`config.mk`:
```
export PLATFORM = sky130hd
export DESIGN_NAME = sync_align
export DESIGN_NICKNAME = d
export VERILOG_FILES = /design/src/hw/sync_align_pkg.sv /design/src/hw/fifo_ptr_align.sv /design/src/hw/sync_align.sv
export VERILOG_INCLUDE_DIRS = /design/src /design/src/hw
export SDC_FILE = /design/constraint.sdc
export NUM_CORES = 1
export LEC_CHECK = 0
export BUFFER_PORTS_ARGS = -buffer_cell sky130_fd_sc_hd__clkbuf_2
export CORE_AREA = 2 2 142 144
export CTS_CLUSTER_SIZE = 20
export DETAILED_ROUTE_END_ITERATION = 8
export DIE_AREA = 0 0 144 146
export GPL_ROUTABILITY_DRIVEN = 0
export PLACE_DENSITY = 0.53
export SYNTH_ARGS = -nofsm -noshare
export SYNTH_HDL_FRONTEND = slang
export SYNTH_SLANG_ARGS = --single-unit
```
`constraint.sdc`:
```
create_clock -name sys_clk_i -period 9.06 [get_ports sys_clk_i]
set_input_delay 0.453 -clock sys_clk_i [delete_from_list [all_inputs] [get_ports sys_clk_i]]
set_output_delay 0.453 -clock sys_clk_i [all_outputs]
set_load 0.01 [all_outputs]
```
`src/hw/sync_align_consts.svh`:
```
// register offsets, field positions and reset values of the sync and fifo alignment block
`ifndef SYNC_ALIGN_CONSTS_SVH
`define SYNC_ALIGN_CONSTS_SVH

// ----------------------------------------------------------------
// register offsets
// ----------------------------------------------------------------
`define SA_OFF_CTRL 8'h10
`define SA_OFF_PREQ 8'h11
`define SA_OFF_LSTAT 8'h12
`define SA_OFF_PMEAS 8'h13
`define SA_OFF_FOFS 8'h17
`define SA_OFF_FSTAT 8'h18

// ----------------------------------------------------------------
// field positions
// ----------------------------------------------------------------
`define SA_BIT_EN 7
`define SA_BIT_RATE 6
`define SA_BIT_EDGE 3
`define SA_BIT_LOST 7
`define SA_BIT_LOCKED 6
`define SA_BIT_WARN1 7
`define SA_BIT_WARN2 6
`define SA_BIT_ACK 2
`define SA_BIT_SREQ 1
`define SA_BIT_HWAL 0

// ----------------------------------------------------------------
// reset values and counts
// ----------------------------------------------------------------
`define SA_RST_CTRL 8'h48
`define SA_RST_PREQ 6'h00
`define SA_RST_FOFS 3'h4
`define SA_FIFO_RATE_DIV 8

`endif

```
`src/hw/sync_align_pkg.sv`:
```
// types shared by the sync and fifo alignment block
package sync_align_pkg;
    // register data byte
    typedef logic [7:0] byte_t;
    // fifo pointer
    typedef logic [2:0] ptr_t;
    // sync lock states
    typedef enum logic [1:0] {
        SYNC_OFF,
        SYNC_SEEK,
        SYNC_LOCKED,
        SYNC_LOST
    } sync_state_t;
endpackage

```
`src/hw/fifo_ptr_align.sv`:
```
// fifo read and write pointers with offset reset, proximity warnings and align flags
`timescale 1ns/1ps
module fifo_ptr_align #(
    parameter int PTR_W = 3
) (
    input wire logic sys_clk_i,
    input wire logic rstn_i,
    input wire logic hw_rst_i,        // pointer reset from power-up or sync
    input wire logic soft_rst_i,      // pointer reset requested by software
    input wire logic soft_clr_i,      // software withdrew its request
    input wire logic [PTR_W-1:0] offset_i,
    input wire logic wr_en_i,
    input wire logic rd_en_i,
    output logic warn1_o,
    output logic warn2_o,
    output logic hw_aligned_o,
    output logic soft_ack_o
);
    // ----------------------------------------------------------------
    // pointers
    // ----------------------------------------------------------------
    logic [PTR_W-1:0] wr_ptr_q;
    logic [PTR_W-1:0] rd_ptr_q;
    wire any_rst_w = hw_rst_i | soft_rst_i;
    wire [PTR_W-1:0] wr_nxt_w = wr_ptr_q + PTR_W'(wr_en_i);
    wire [PTR_W-1:0] rd_nxt_w = rd_ptr_q + PTR_W'(rd_en_i);

    // circular distance between two pointers, the shorter way round
    function automatic logic [PTR_W-1:0] ptr_dist(input logic [PTR_W-1:0] a, input logic [PTR_W-1:0] b);
        logic [PTR_W-1:0] d;
        d = a - b;
        ptr_dist = d[PTR_W-1] ? PTR_W'(b - a) : d;
    endfunction

    wire [PTR_W-1:0] dist_w = ptr_dist(wr_nxt_w, rd_nxt_w);

    // pointer reset puts the write pointer ahead by the offset
    always_ff @(posedge sys_clk_i or negedge rstn_i) begin
        if (!rstn_i) begin
            wr_ptr_q <= '0;
            rd_ptr_q <= '0;
        end else if (any_rst_w) begin
            wr_ptr_q <= offset_i;
            rd_ptr_q <= '0;
        end else begin
            wr_ptr_q <= wr_nxt_w;
            rd_ptr_q <= rd_nxt_w;
        end
    end

    // ----------------------------------------------------------------
    // warnings and align flags
    // ----------------------------------------------------------------
    // warnings are live levels; built from the next pointers, they change in the same cycle as the pointers, except a pointer reset clears them for that cycle
    always_ff @(posedge sys_clk_i or negedge rstn_i) begin
        if (!rstn_i) begin
            warn1_o <= 1'b0;
            warn2_o <= 1'b0;
            hw_aligned_o <= 1'b0;
            soft_ack_o <= 1'b0;
        end else begin
            warn1_o <= !any_rst_w && (dist_w <= PTR_W'(1));
            warn2_o <= !any_rst_w && (dist_w <= PTR_W'(2));
            if (hw_rst_i) begin
                hw_aligned_o <= 1'b1;
            end
            // set wins so an ack is never lost to a late clear
            if (soft_rst_i) begin
                soft_ack_o <= 1'b1;
            end else if (soft_clr_i) begin
                soft_ack_o <= 1'b0;
            end
        end
    end

    property p_ptr_offset;
        @(posedge sys_clk_i) disable iff (!rstn_i)
        any_rst_w |=> (PTR_W'(wr_ptr_q - rd_ptr_q) == $past(offset_i));
    endproperty
    a_ptr_offset: assert property (p_ptr_offset) else $error("write pointer not ahead by offset");

    property p_warn1;
        @(posedge sys_clk_i) disable iff (!rstn_i)
        !any_rst_w |=> (warn1_o == (ptr_dist(wr_ptr_q, rd_ptr_q) <= PTR_W'(1)));
    endproperty
    a_warn1: assert property (p_warn1) else $error("near warning does not match pointers");

    property p_soft_ack;
        @(posedge sys_clk_i) disable iff (!rstn_i)
        soft_rst_i |=> soft_ack_o && (wr_ptr_q == $past(offset_i));
    endproperty
    a_soft_ack: assert property (p_soft_ack) else $error("soft align not acknowledged");
endmodule

```
`src/hw/sync_align.sv`:
```
// multichip sync alignment: sync edge capture, phase averaging, lock tracking and registers
`timescale 1ns/1ps
`include "sync_align_consts.svh"
module sync_align #(
    parameter int FIFO_RATE_DIV = `SA_FIFO_RATE_DIV
) (
    input wire logic sys_clk_i,
    input wire logic rstn_i,
    input wire logic sync_i,                 // external sync pin
    input wire logic fifo_wr_i,              // fifo write strobe, same clock
    input wire logic fifo_rd_i,              // fifo read strobe, same clock
    input wire logic reg_wr_i,
    input wire logic reg_rd_i,
    input wire logic [7:0] reg_addr_i,
    input wire sync_align_pkg::byte_t reg_wdata_i,
    output sync_align_pkg::byte_t reg_rdata_o,
    output logic [5:0] out_phase_o,          // output timing counter
    output logic sync_locked_o
);
    import sync_align_pkg::*;

    // ----------------------------------------------------------------
    // registers written by software
    // ----------------------------------------------------------------
    byte_t ctrl_q;                 // enable, rate, edge, averaging
    logic [5:0] preq_q;            // requested phase
    ptr_t fofs_q;                  // fifo pointer offset
    logic sreq_q;                  // soft align request bit

    wire wr_ctrl_w = reg_wr_i && (reg_addr_i == `SA_OFF_CTRL);
    wire wr_preq_w = reg_wr_i && (reg_addr_i == `SA_OFF_PREQ);
    wire wr_fofs_w = reg_wr_i && (reg_addr_i == `SA_OFF_FOFS);
    wire wr_fstat_w = reg_wr_i && (reg_addr_i == `SA_OFF_FSTAT);

    wire sync_en_w = ctrl_q[`SA_BIT_EN];
    wire rate_w = ctrl_q[`SA_BIT_RATE];
    wire edge_sel_w = ctrl_q[`SA_BIT_EDGE];
    wire [2:0] avg_w = ctrl_q[2:0];

    // unused control bits are kept out so they read as zero
    always_ff @(posedge sys_clk_i or negedge rstn_i) begin
        if (!rstn_i) begin
            ctrl_q <= `SA_RST_CTRL;
            preq_q <= `SA_RST_PREQ;
            fofs_q <= `SA_RST_FOFS;
            sreq_q <= 1'b0;
        end else begin
            if (wr_ctrl_w) begin
                ctrl_q <= reg_wdata_i & 8'hcf;
            end
            if (wr_preq_w) begin
                preq_q <= reg_wdata_i[5:0];
            end
            if (wr_fofs_w) begin
                fofs_q <= reg_wdata_i[2:0];
            end
            if (wr_fstat_w) begin
                sreq_q <= reg_wdata_i[`SA_BIT_SREQ];
            end
        end
    end

    // ----------------------------------------------------------------
    // sync pin capture
    // ----------------------------------------------------------------
    logic sync_meta_q;             // first stage, read only by the second
    logic sync_s_q;                // synchronised level
    logic sync_d_q;                // previous level for edge detect

    always_ff @(posedge sys_clk_i or negedge rstn_i) begin
        if (!rstn_i) begin
            sync_meta_q <= 1'b0;
            sync_s_q <= 1'b0;
            sync_d_q <= 1'b0;
        end else begin
            sync_meta_q <= sync_i;
            sync_s_q <= sync_meta_q;
            sync_d_q <= sync_s_q;
        end
    end

    wire rise_w = sync_s_q && !sync_d_q;
    wire fall_w = !sync_s_q && sync_d_q;
    // chosen edge of the sync input
    wire edge_w = edge_sel_w ? rise_w : fall_w;

    // ----------------------------------------------------------------
    // cadence: every edge at data rate, one in FIFO_RATE_DIV at fifo rate
    // ----------------------------------------------------------------
    logic [7:0] rate_cnt_q;
    wire rate_hit_w = (rate_cnt_q == 8'h00);
    wire take_w = sync_en_w && edge_w && (rate_w || rate_hit_w);
    // fifo-rate sync also realigns the fifo pointers
    wire sync_frst_w = take_w && !rate_w;

    // divider of sync edges, restarted while disabled
    always_ff @(posedge sys_clk_i or negedge rstn_i) begin
        if (!rstn_i) begin
            rate_cnt_q <= 8'h00;
        end else if (!sync_en_w) begin
            rate_cnt_q <= 8'h00;
        end else if (edge_w) begin
            rate_cnt_q <= (rate_cnt_q == 8'(FIFO_RATE_DIV - 1)) ? 8'h00 : rate_cnt_q + 8'h01;
        end
    end

    // ----------------------------------------------------------------
    // phase averaging
    // ----------------------------------------------------------------
    // number of samples for an averaging code
    function automatic logic [7:0] pow2(input logic [2:0] code);
        pow2 = 8'h01 << code;
    endfunction

    logic [5:0] out_cnt_q;         // output timing counter, period 64
    logic [6:0] smp_cnt_q;         // samples taken in this set
    logic [12:0] sum_q;            // sum of samples, 128 x 63 fits
    byte_t phase_avg_q;            // averaged phase, 6.2

    wire [12:0] sum_nxt_w = sum_q + {7'h00, out_cnt_q};
    wire [14:0] sum4_w = {sum_nxt_w, 2'b00};
    wire [14:0] mean_full_w = sum4_w >> avg_w;
    // quarter-cycle resolution comes from the two extra low bits
    wire [7:0] mean_w = mean_full_w[7:0];
    wire set_done_w = take_w && ({1'b0, smp_cnt_q} == (pow2(avg_w) - 8'h01));
    wire match_w = (mean_w == {preq_q, 2'b00});
    wire [5:0] delta_w = preq_q - mean_w[7:2];
    // a mismatched set steps the output timing onto the request
    wire adjust_w = set_done_w && !match_w;

    // samples are the timing counter seen at each taken sync edge
    always_ff @(posedge sys_clk_i or negedge rstn_i) begin
        if (!rstn_i) begin
            smp_cnt_q <= 7'h00;
            sum_q <= 13'h0000;
        end else if (!sync_en_w || set_done_w) begin
            smp_cnt_q <= 7'h00;
            sum_q <= 13'h0000;
        end else if (take_w) begin
            smp_cnt_q <= smp_cnt_q + 7'h01;
            sum_q <= sum_nxt_w;
        end
    end

    // readback moves only when a whole set is in
    always_ff @(posedge sys_clk_i or negedge rstn_i) begin
        if (!rstn_i) begin
            phase_avg_q <= 8'h00;
        end else if (set_done_w) begin
            phase_avg_q <= mean_w;
        end
    end

    // free running, shifted by the phase error after a bad set
    always_ff @(posedge sys_clk_i or negedge rstn_i) begin
        if (!rstn_i) begin
            out_cnt_q <= 6'h00;
        end else if (adjust_w) begin
            out_cnt_q <= out_cnt_q + 6'h01 + delta_w;
        end else begin
            out_cnt_q <= out_cnt_q + 6'h01;
        end
    end

    // ----------------------------------------------------------------
    // lock tracking
    // ----------------------------------------------------------------
    sync_state_t state_q;
    sync_state_t state_d;
    logic lost_q;                  // sticky until sync is disabled

    // next lock state; enable leaves off and disable forces off, otherwise only a finished set may change it
    always_comb begin
        state_d = state_q;
        case (state_q)
            SYNC_OFF: begin
                if (sync_en_w) begin
                    state_d = SYNC_SEEK;
                end
            end
            SYNC_SEEK, SYNC_LOST: begin
                if (set_done_w && match_w) begin
                    state_d = SYNC_LOCKED;
                end
            end
            SYNC_LOCKED: begin
                if (set_done_w && !match_w) begin
                    state_d = SYNC_LOST;
                end
            end
            default: begin
                state_d = SYNC_OFF;
            end
        endcase
        if (!sync_en_w) begin
            state_d = SYNC_OFF;
        end
    end

    always_ff @(posedge sys_clk_i or negedge rstn_i) begin
        if (!rstn_i) begin
            state_q <= SYNC_OFF;
            lost_q <= 1'b0;
            sync_locked_o <= 1'b0;
        end else begin
            state_q <= state_d;
            sync_locked_o <= (state_d == SYNC_LOCKED);
            if (state_d == SYNC_LOST) begin
                lost_q <= 1'b1;
            end else if (state_d == SYNC_OFF) begin
                lost_q <= 1'b0;
            end
        end
    end

    // ----------------------------------------------------------------
    // fifo pointers
    // ----------------------------------------------------------------
    logic por_q;                   // one pointer reset after hardware reset
    wire sreq_rise_w = wr_fstat_w && reg_wdata_i[`SA_BIT_SREQ] && !sreq_q;
    wire sreq_clr_w = wr_fstat_w && !reg_wdata_i[`SA_BIT_SREQ];
    wire warn1_w;
    wire warn2_w;
    wire hw_al_w;
    wire ack_w;

    always_ff @(posedge sys_clk_i or negedge rstn_i) begin
        if (!rstn_i) begin
            por_q <= 1'b1;
        end else begin
            por_q <= 1'b0;
        end
    end

    fifo_ptr_align #(
        .PTR_W(3)
    ) i_fifo_ptr_align (
        .sys_clk_i(sys_clk_i),
        .rstn_i(rstn_i),
        .hw_rst_i(por_q | sync_frst_w),
        .soft_rst_i(sreq_rise_w),
        .soft_clr_i(sreq_clr_w),
        .offset_i(fofs_q),
        .wr_en_i(fifo_wr_i),
        .rd_en_i(fifo_rd_i),
        .warn1_o(warn1_w),
        .warn2_o(warn2_w),
        .hw_aligned_o(hw_al_w),
        .soft_ack_o(ack_w)
    );

    // ----------------------------------------------------------------
    // read port
    // ----------------------------------------------------------------
    wire [7:0] lstat_w = {lost_q, sync_locked_o, 6'h00};
    wire [7:0] fstat_w = {warn1_w, warn2_w, 3'h0, ack_w, sreq_q, hw_al_w};
    // unmapped offsets read as zero
    wire [7:0] rmux_w = (reg_addr_i == `SA_OFF_CTRL) ? ctrl_q :
                        (reg_addr_i == `SA_OFF_PREQ) ? {2'b00, preq_q} :
                        (reg_addr_i == `SA_OFF_LSTAT) ? lstat_w :
                        (reg_addr_i == `SA_OFF_PMEAS) ? phase_avg_q :
                        (reg_addr_i == `SA_OFF_FOFS) ? {5'h00, fofs_q} :
                        (reg_addr_i == `SA_OFF_FSTAT) ? fstat_w : 8'h00;

    // read data is held until the next read strobe
    always_ff @(posedge sys_clk_i or negedge rstn_i) begin
        if (!rstn_i) begin
            reg_rdata_o <= 8'h00;
            out_phase_o <= 6'h00;
        end else begin
            out_phase_o <= out_cnt_q;
            if (reg_rd_i) begin
                reg_rdata_o <= rmux_w;
            end
        end
    end

    // ----------------------------------------------------------------
    // checks
    // ----------------------------------------------------------------
    property p_off_no_take;
        @(posedge sys_clk_i) disable iff (!rstn_i)
        !sync_en_w |=> (state_q == SYNC_OFF) && (smp_cnt_q == 7'h00);
    endproperty
    a_off_no_take: assert property (p_off_no_take) else $error("sync active while disabled");
    property p_fifo_rate;
        @(posedge sys_clk_i) disable iff (!rstn_i)
        (sync_en_w && !rate_w && edge_w && !rate_hit_w) |-> !take_w;
    endproperty
    a_fifo_rate: assert property (p_fifo_rate) else $error("edge taken off fifo cadence");
    property p_edge_sel;
        @(posedge sys_clk_i) disable iff (!rstn_i)
        take_w |-> (edge_sel_w ? (sync_s_q && !sync_d_q) : (!sync_s_q && sync_d_q));
    endproperty
    a_edge_sel: assert property (p_edge_sel) else $error("wrong sync edge taken");
    property p_set_size;
        @(posedge sys_clk_i) disable iff (!rstn_i)
        set_done_w |-> (8'(smp_cnt_q) + 8'h01 == pow2(avg_w));
    endproperty
    a_set_size: assert property (p_set_size) else $error("set size differs from averaging code");
    property p_phase_step;
        @(posedge sys_clk_i) disable iff (!rstn_i)
        adjust_w |=> (out_cnt_q == 6'($past(out_cnt_q) + 6'h01 + $past(delta_w)));
    endproperty
    a_phase_step: assert property (p_phase_step) else $error("output timing not moved onto request");
    property p_lost;
        @(posedge sys_clk_i) disable iff (!rstn_i)
        (state_q == SYNC_LOCKED && set_done_w && !match_w && sync_en_w) |=> lost_q && !sync_locked_o;
    endproperty
    a_lost: assert property (p_lost) else $error("lost lock not flagged");
    property p_locked;
        @(posedge sys_clk_i) disable iff (!rstn_i)
        (sync_en_w && set_done_w && match_w && state_q != SYNC_OFF) |=> sync_locked_o;
    endproperty
    a_locked: assert property (p_locked) else $error("match not reported as locked");
    property p_avg_hold;
        @(posedge sys_clk_i) disable iff (!rstn_i)
        !set_done_w |=> $stable(phase_avg_q);
    endproperty
    a_avg_hold: assert property (p_avg_hold) else $error("readback moved inside a set");
    property p_avg_value;
        @(posedge sys_clk_i) disable iff (!rstn_i)
        set_done_w |=> (phase_avg_q == $past(mean_w)) && (phase_avg_q[7:2] <= 6'h3f);
    endproperty
    a_avg_value: assert property (p_avg_value) else $error("readback is not the set mean");
endmodule

```
==> impl_metrics.py <==
metrics = {
    "sta": {
        "worst_pin_slew_ns": 0.914,
        "period_needed_ns": 5.22,
        "period_share": 0.576,
        "setup-violations-final": 0,
        "finalHoldViolations": 0,
        "timing.setup.tns_ns": 0,
        "relSlewSlack": 0.389,
        "fin_skew_ns": 0.00984,
        "holdWs_ns": 0.0142,
        "rsz0062_at_grt": "no",
        "fmax_mhz": 192,
        "maxSlewViolCount": 0,
    },
    "power": {
        "swShare": 0.373,
        "p_leak_nw": 2.82,
        "p_clk_frac": 0.271,
        "peakVddDrop_mv": 0.150,
        "p_total_mw": 1.39,
        "p_int_mw": 0.869,
        "power_density_nw_per_um2": 217,
        "seqPwrFrac": 0.350,
        "p_switching_mw": 0.517,
        "combPwrFrac": 0.379,
    },
    "routing": {
        "dr_total_vias": 4435,
        "drt-met1-wl_um": 6550,
        "viasPerCell": 4.91,
        "drt-total-wl_um": 13500,
        "drc_errors": 0,
        "wl_met3_um": 473,
        "routedWlPerCell_um": 15.0,
        "drtIter0Drc": 263,
        "wl_met2_um": 6370,
        "dr.pass1.iters": 5,
        "ant_nets": 0,
        "routed.top_layer": "met4",
    },
    "worst_setup_path": {
        "crit_type": "flop to flop",
        "required_ns": 9.33,
        "crit_fanout": 6,
        "cp.arrival_ns": 5.49,
        "start_kind": "flop",
        "crit_path_end_kind": "flop",
    },
    "clock_tree": {
        "post_cts_buffers": 0,
        "clk_pin_slew_ns": 0.07,
        "clk_latency_ns": 0.35,
        "ctsResizeCount": 0,
        "h-tree-depth": 3,
        "hold_buffers": 0,
        "numCtsBuffers": 9,
        "cts_sinks": 90,
        "cts_tree": "yes",
        "clk_path_buf_depth": 2,
        "cts_root_buf": "clkbuf_16",
    },
    "yosys": {
        "syn_avg_cell_area_um2": 9.39,
        "ys_seq_area_frac": 0.394,
        "synth_cell_types": 82,
        "ys_ff_latch": 90,
        "synthCells": 610,
        "syn_area_um2": 5730,
        "synth_edf_count": 0,
        "syn-num-nets": 667,
        "yosysWarnings": 0,
        "synth_flop_cell": "dfrtp_1",
        "async_flop_share": 1.00,
    },
    "global_routing": {
        "first_global_vias": 4300,
        "grt_usage": 0.134,
        "grt_start_max_net_pins": 65,
        "antenna_found_initial": 0,
        "grt_pass1_wl_um": 22600,
        "grt.overflow.total": 0,
    },
    "placed_design": {
        "dp_hpwl_um": 10000,
        "dp.cells": 887,
        "port_buffers": 37,
        "placed_area_um2": 6090,
    },
    "hold_path": {
        "hold_class": "input port to asynchronous set/reset pin",
    },
    "run_status": {
        "status": "complete, no violations",
    },
    "job": {
        "maxCapViolCount": 0,
    },
    "layout": {
        "fin_nets": 690,
        "fillers": 2015,
        "final_cell_area_um2": 6380,
        "fin_cells": 903,
        "syn2layout_area_growth_pct": 11.4,
        "drive_gt1_frac": 0.161,
        "diodes": 0,
    },
    "floorplan": {
        "core_um2": 19300,
        "dieArea_um2": 21000,
        "ios": 38,
        "die_w_um": 144,
        "die_h_um": 146,
        "start_util": 0.296,
        "core.rowCount": 51,
    },
}
## synthesized netlist by cell type (14+ instances only)
cell / count / area share
o21ai_0: 45 / 0.039
xnor2_1: 15 / 0.023
mux2_2: 20 / 0.039
ha_1: 26 / 0.057
nand3_1: 16 / 0.014
dfrtp_1: 86 / 0.38
nand2_1: 54 / 0.035
inv_1: 48 / 0.031
nor2_1: 51 / 0.033
a21oi_1: 37 / 0.032
mux2i_1: 14 / 0.024
clkbuf_1: 17 / 0.011
## state kept, by name, indices dropped and copies added, names as in the netlist, 6 cells and up
register and flops:
reg_rdata_o 8, out_phase_o 6, smp_cnt_q 7, sum_q 13, rate_cnt_q 8, preq_q 6, out_cnt_q 6, ctrl_q 6
phase_avg_q 8
## placed cells by master, fill, tap and decap left out, types with 9 or more instances in the layout
cell type,synthesis,final
inv_1,48,48
clkbuf_16,0,9
dfrtp_1,86,86
nand2_1,54,54
clkbuf_2,0,36
xnor2_1,15,15
ha_1,26,26
nand3_1,16,16
nand4_1,11,11
mux2_2,20,20
a21oi_1,37,37
nor3_1,13,13
xor2_1,13,13
nor2_1,51,51
mux2i_1,14,14
o21ai_0,45,45
## worst max-delay path, cell delays in order, from the launching register on
cell	delay [ns]
dfrtp_1	0.43
ha_1	0.25
inv_1	0.07
fa_1	0.39
nand2b_1	0.21
a21boi_2	0.30
o21ai_0	0.18
or2_2	0.36
mux2_2	0.27
nor2_1	0.09
a31oi_1	0.07
a21oi_1	0.26
inv_1	0.09
fa_1	0.50
inv_1	0.04
ha_1	0.32
a21oi_1	0.20
o21bai_1	0.09
a21oi_1	0.17
xnor2_1	0.16
o2111ai_1	0.16
a2111oi_2	0.36
xnor2_1	0.16
## layer usage
layer	vias to the layer above	global-route usage
li1	2203	-
met1	2155	0.187
met2	65	0.214
met3	12	0.0263
met4	0	0.0328
met5	-	0
## power groups by stage
stage	Combinational (mW)	Clock [mW]	Sequential [mW]
global placement	0.531	0	0.494
global route	0.600	0.406	0.492
detailed placement	0.529	0	0.495
CTS	0.534	0.386	0.486
finish	0.525	0.375	0.485
floorplan	0.411	0	0.484
## path summary, 6_finish.rpt
kind	end	start	cells after the start	slack (ns)
max	out_cnt_q[5]	out_cnt_q[0]	22	3.84
min	out_cnt_q[1]	rstn_i	1	0.01
max reg2reg	out_cnt_q[5]	out_cnt_q[0]	22	3.84
min reg2reg	sync_s_q	sync_meta_q	0	0.35
max in group asynchronous	ctrl_q[0]	rstn_i	2	7.91
min in group sys_clk_i	sync_meta_q	sync_i	1	0.20
## through the flow
stage	setup slack (ns)	utilization
global placement	3.93	0.315
floorplan	4.30	-
CTS	3.84	0.330
detailed placement	3.89	0.315
finish	3.84	0.330
global route	3.42	0.330
## cell families after synthesis
group           after synthesis  share of synthesized area
compound gates              154                      0.181
flops                        90                      0.394
buf+inv                      77                     0.0633
xor+xnor                     28                     0.0428
other cells                   1                   0.000655
mux                          35                     0.0677
fa+ha+maj                    34                     0.0847
simple gates                191                      0.166
## cell type report
type | instances | area [um^2] | share of cell area
clock inverters | 6 | 53.8 | 0.00843
clock buffers | 10 | 239 | 0.0374
multi-input cells | 443 | 3110 | 0.487
inverters | 49 | 184 | 0.0288
well taps | 265 | 332 | 0.0519
flip-flops and latches | 90 | 2260 | 0.354
repair buffers | 40 | 210 | 0.0329
No activity file was read; power rests on OpenSTA's default activity.
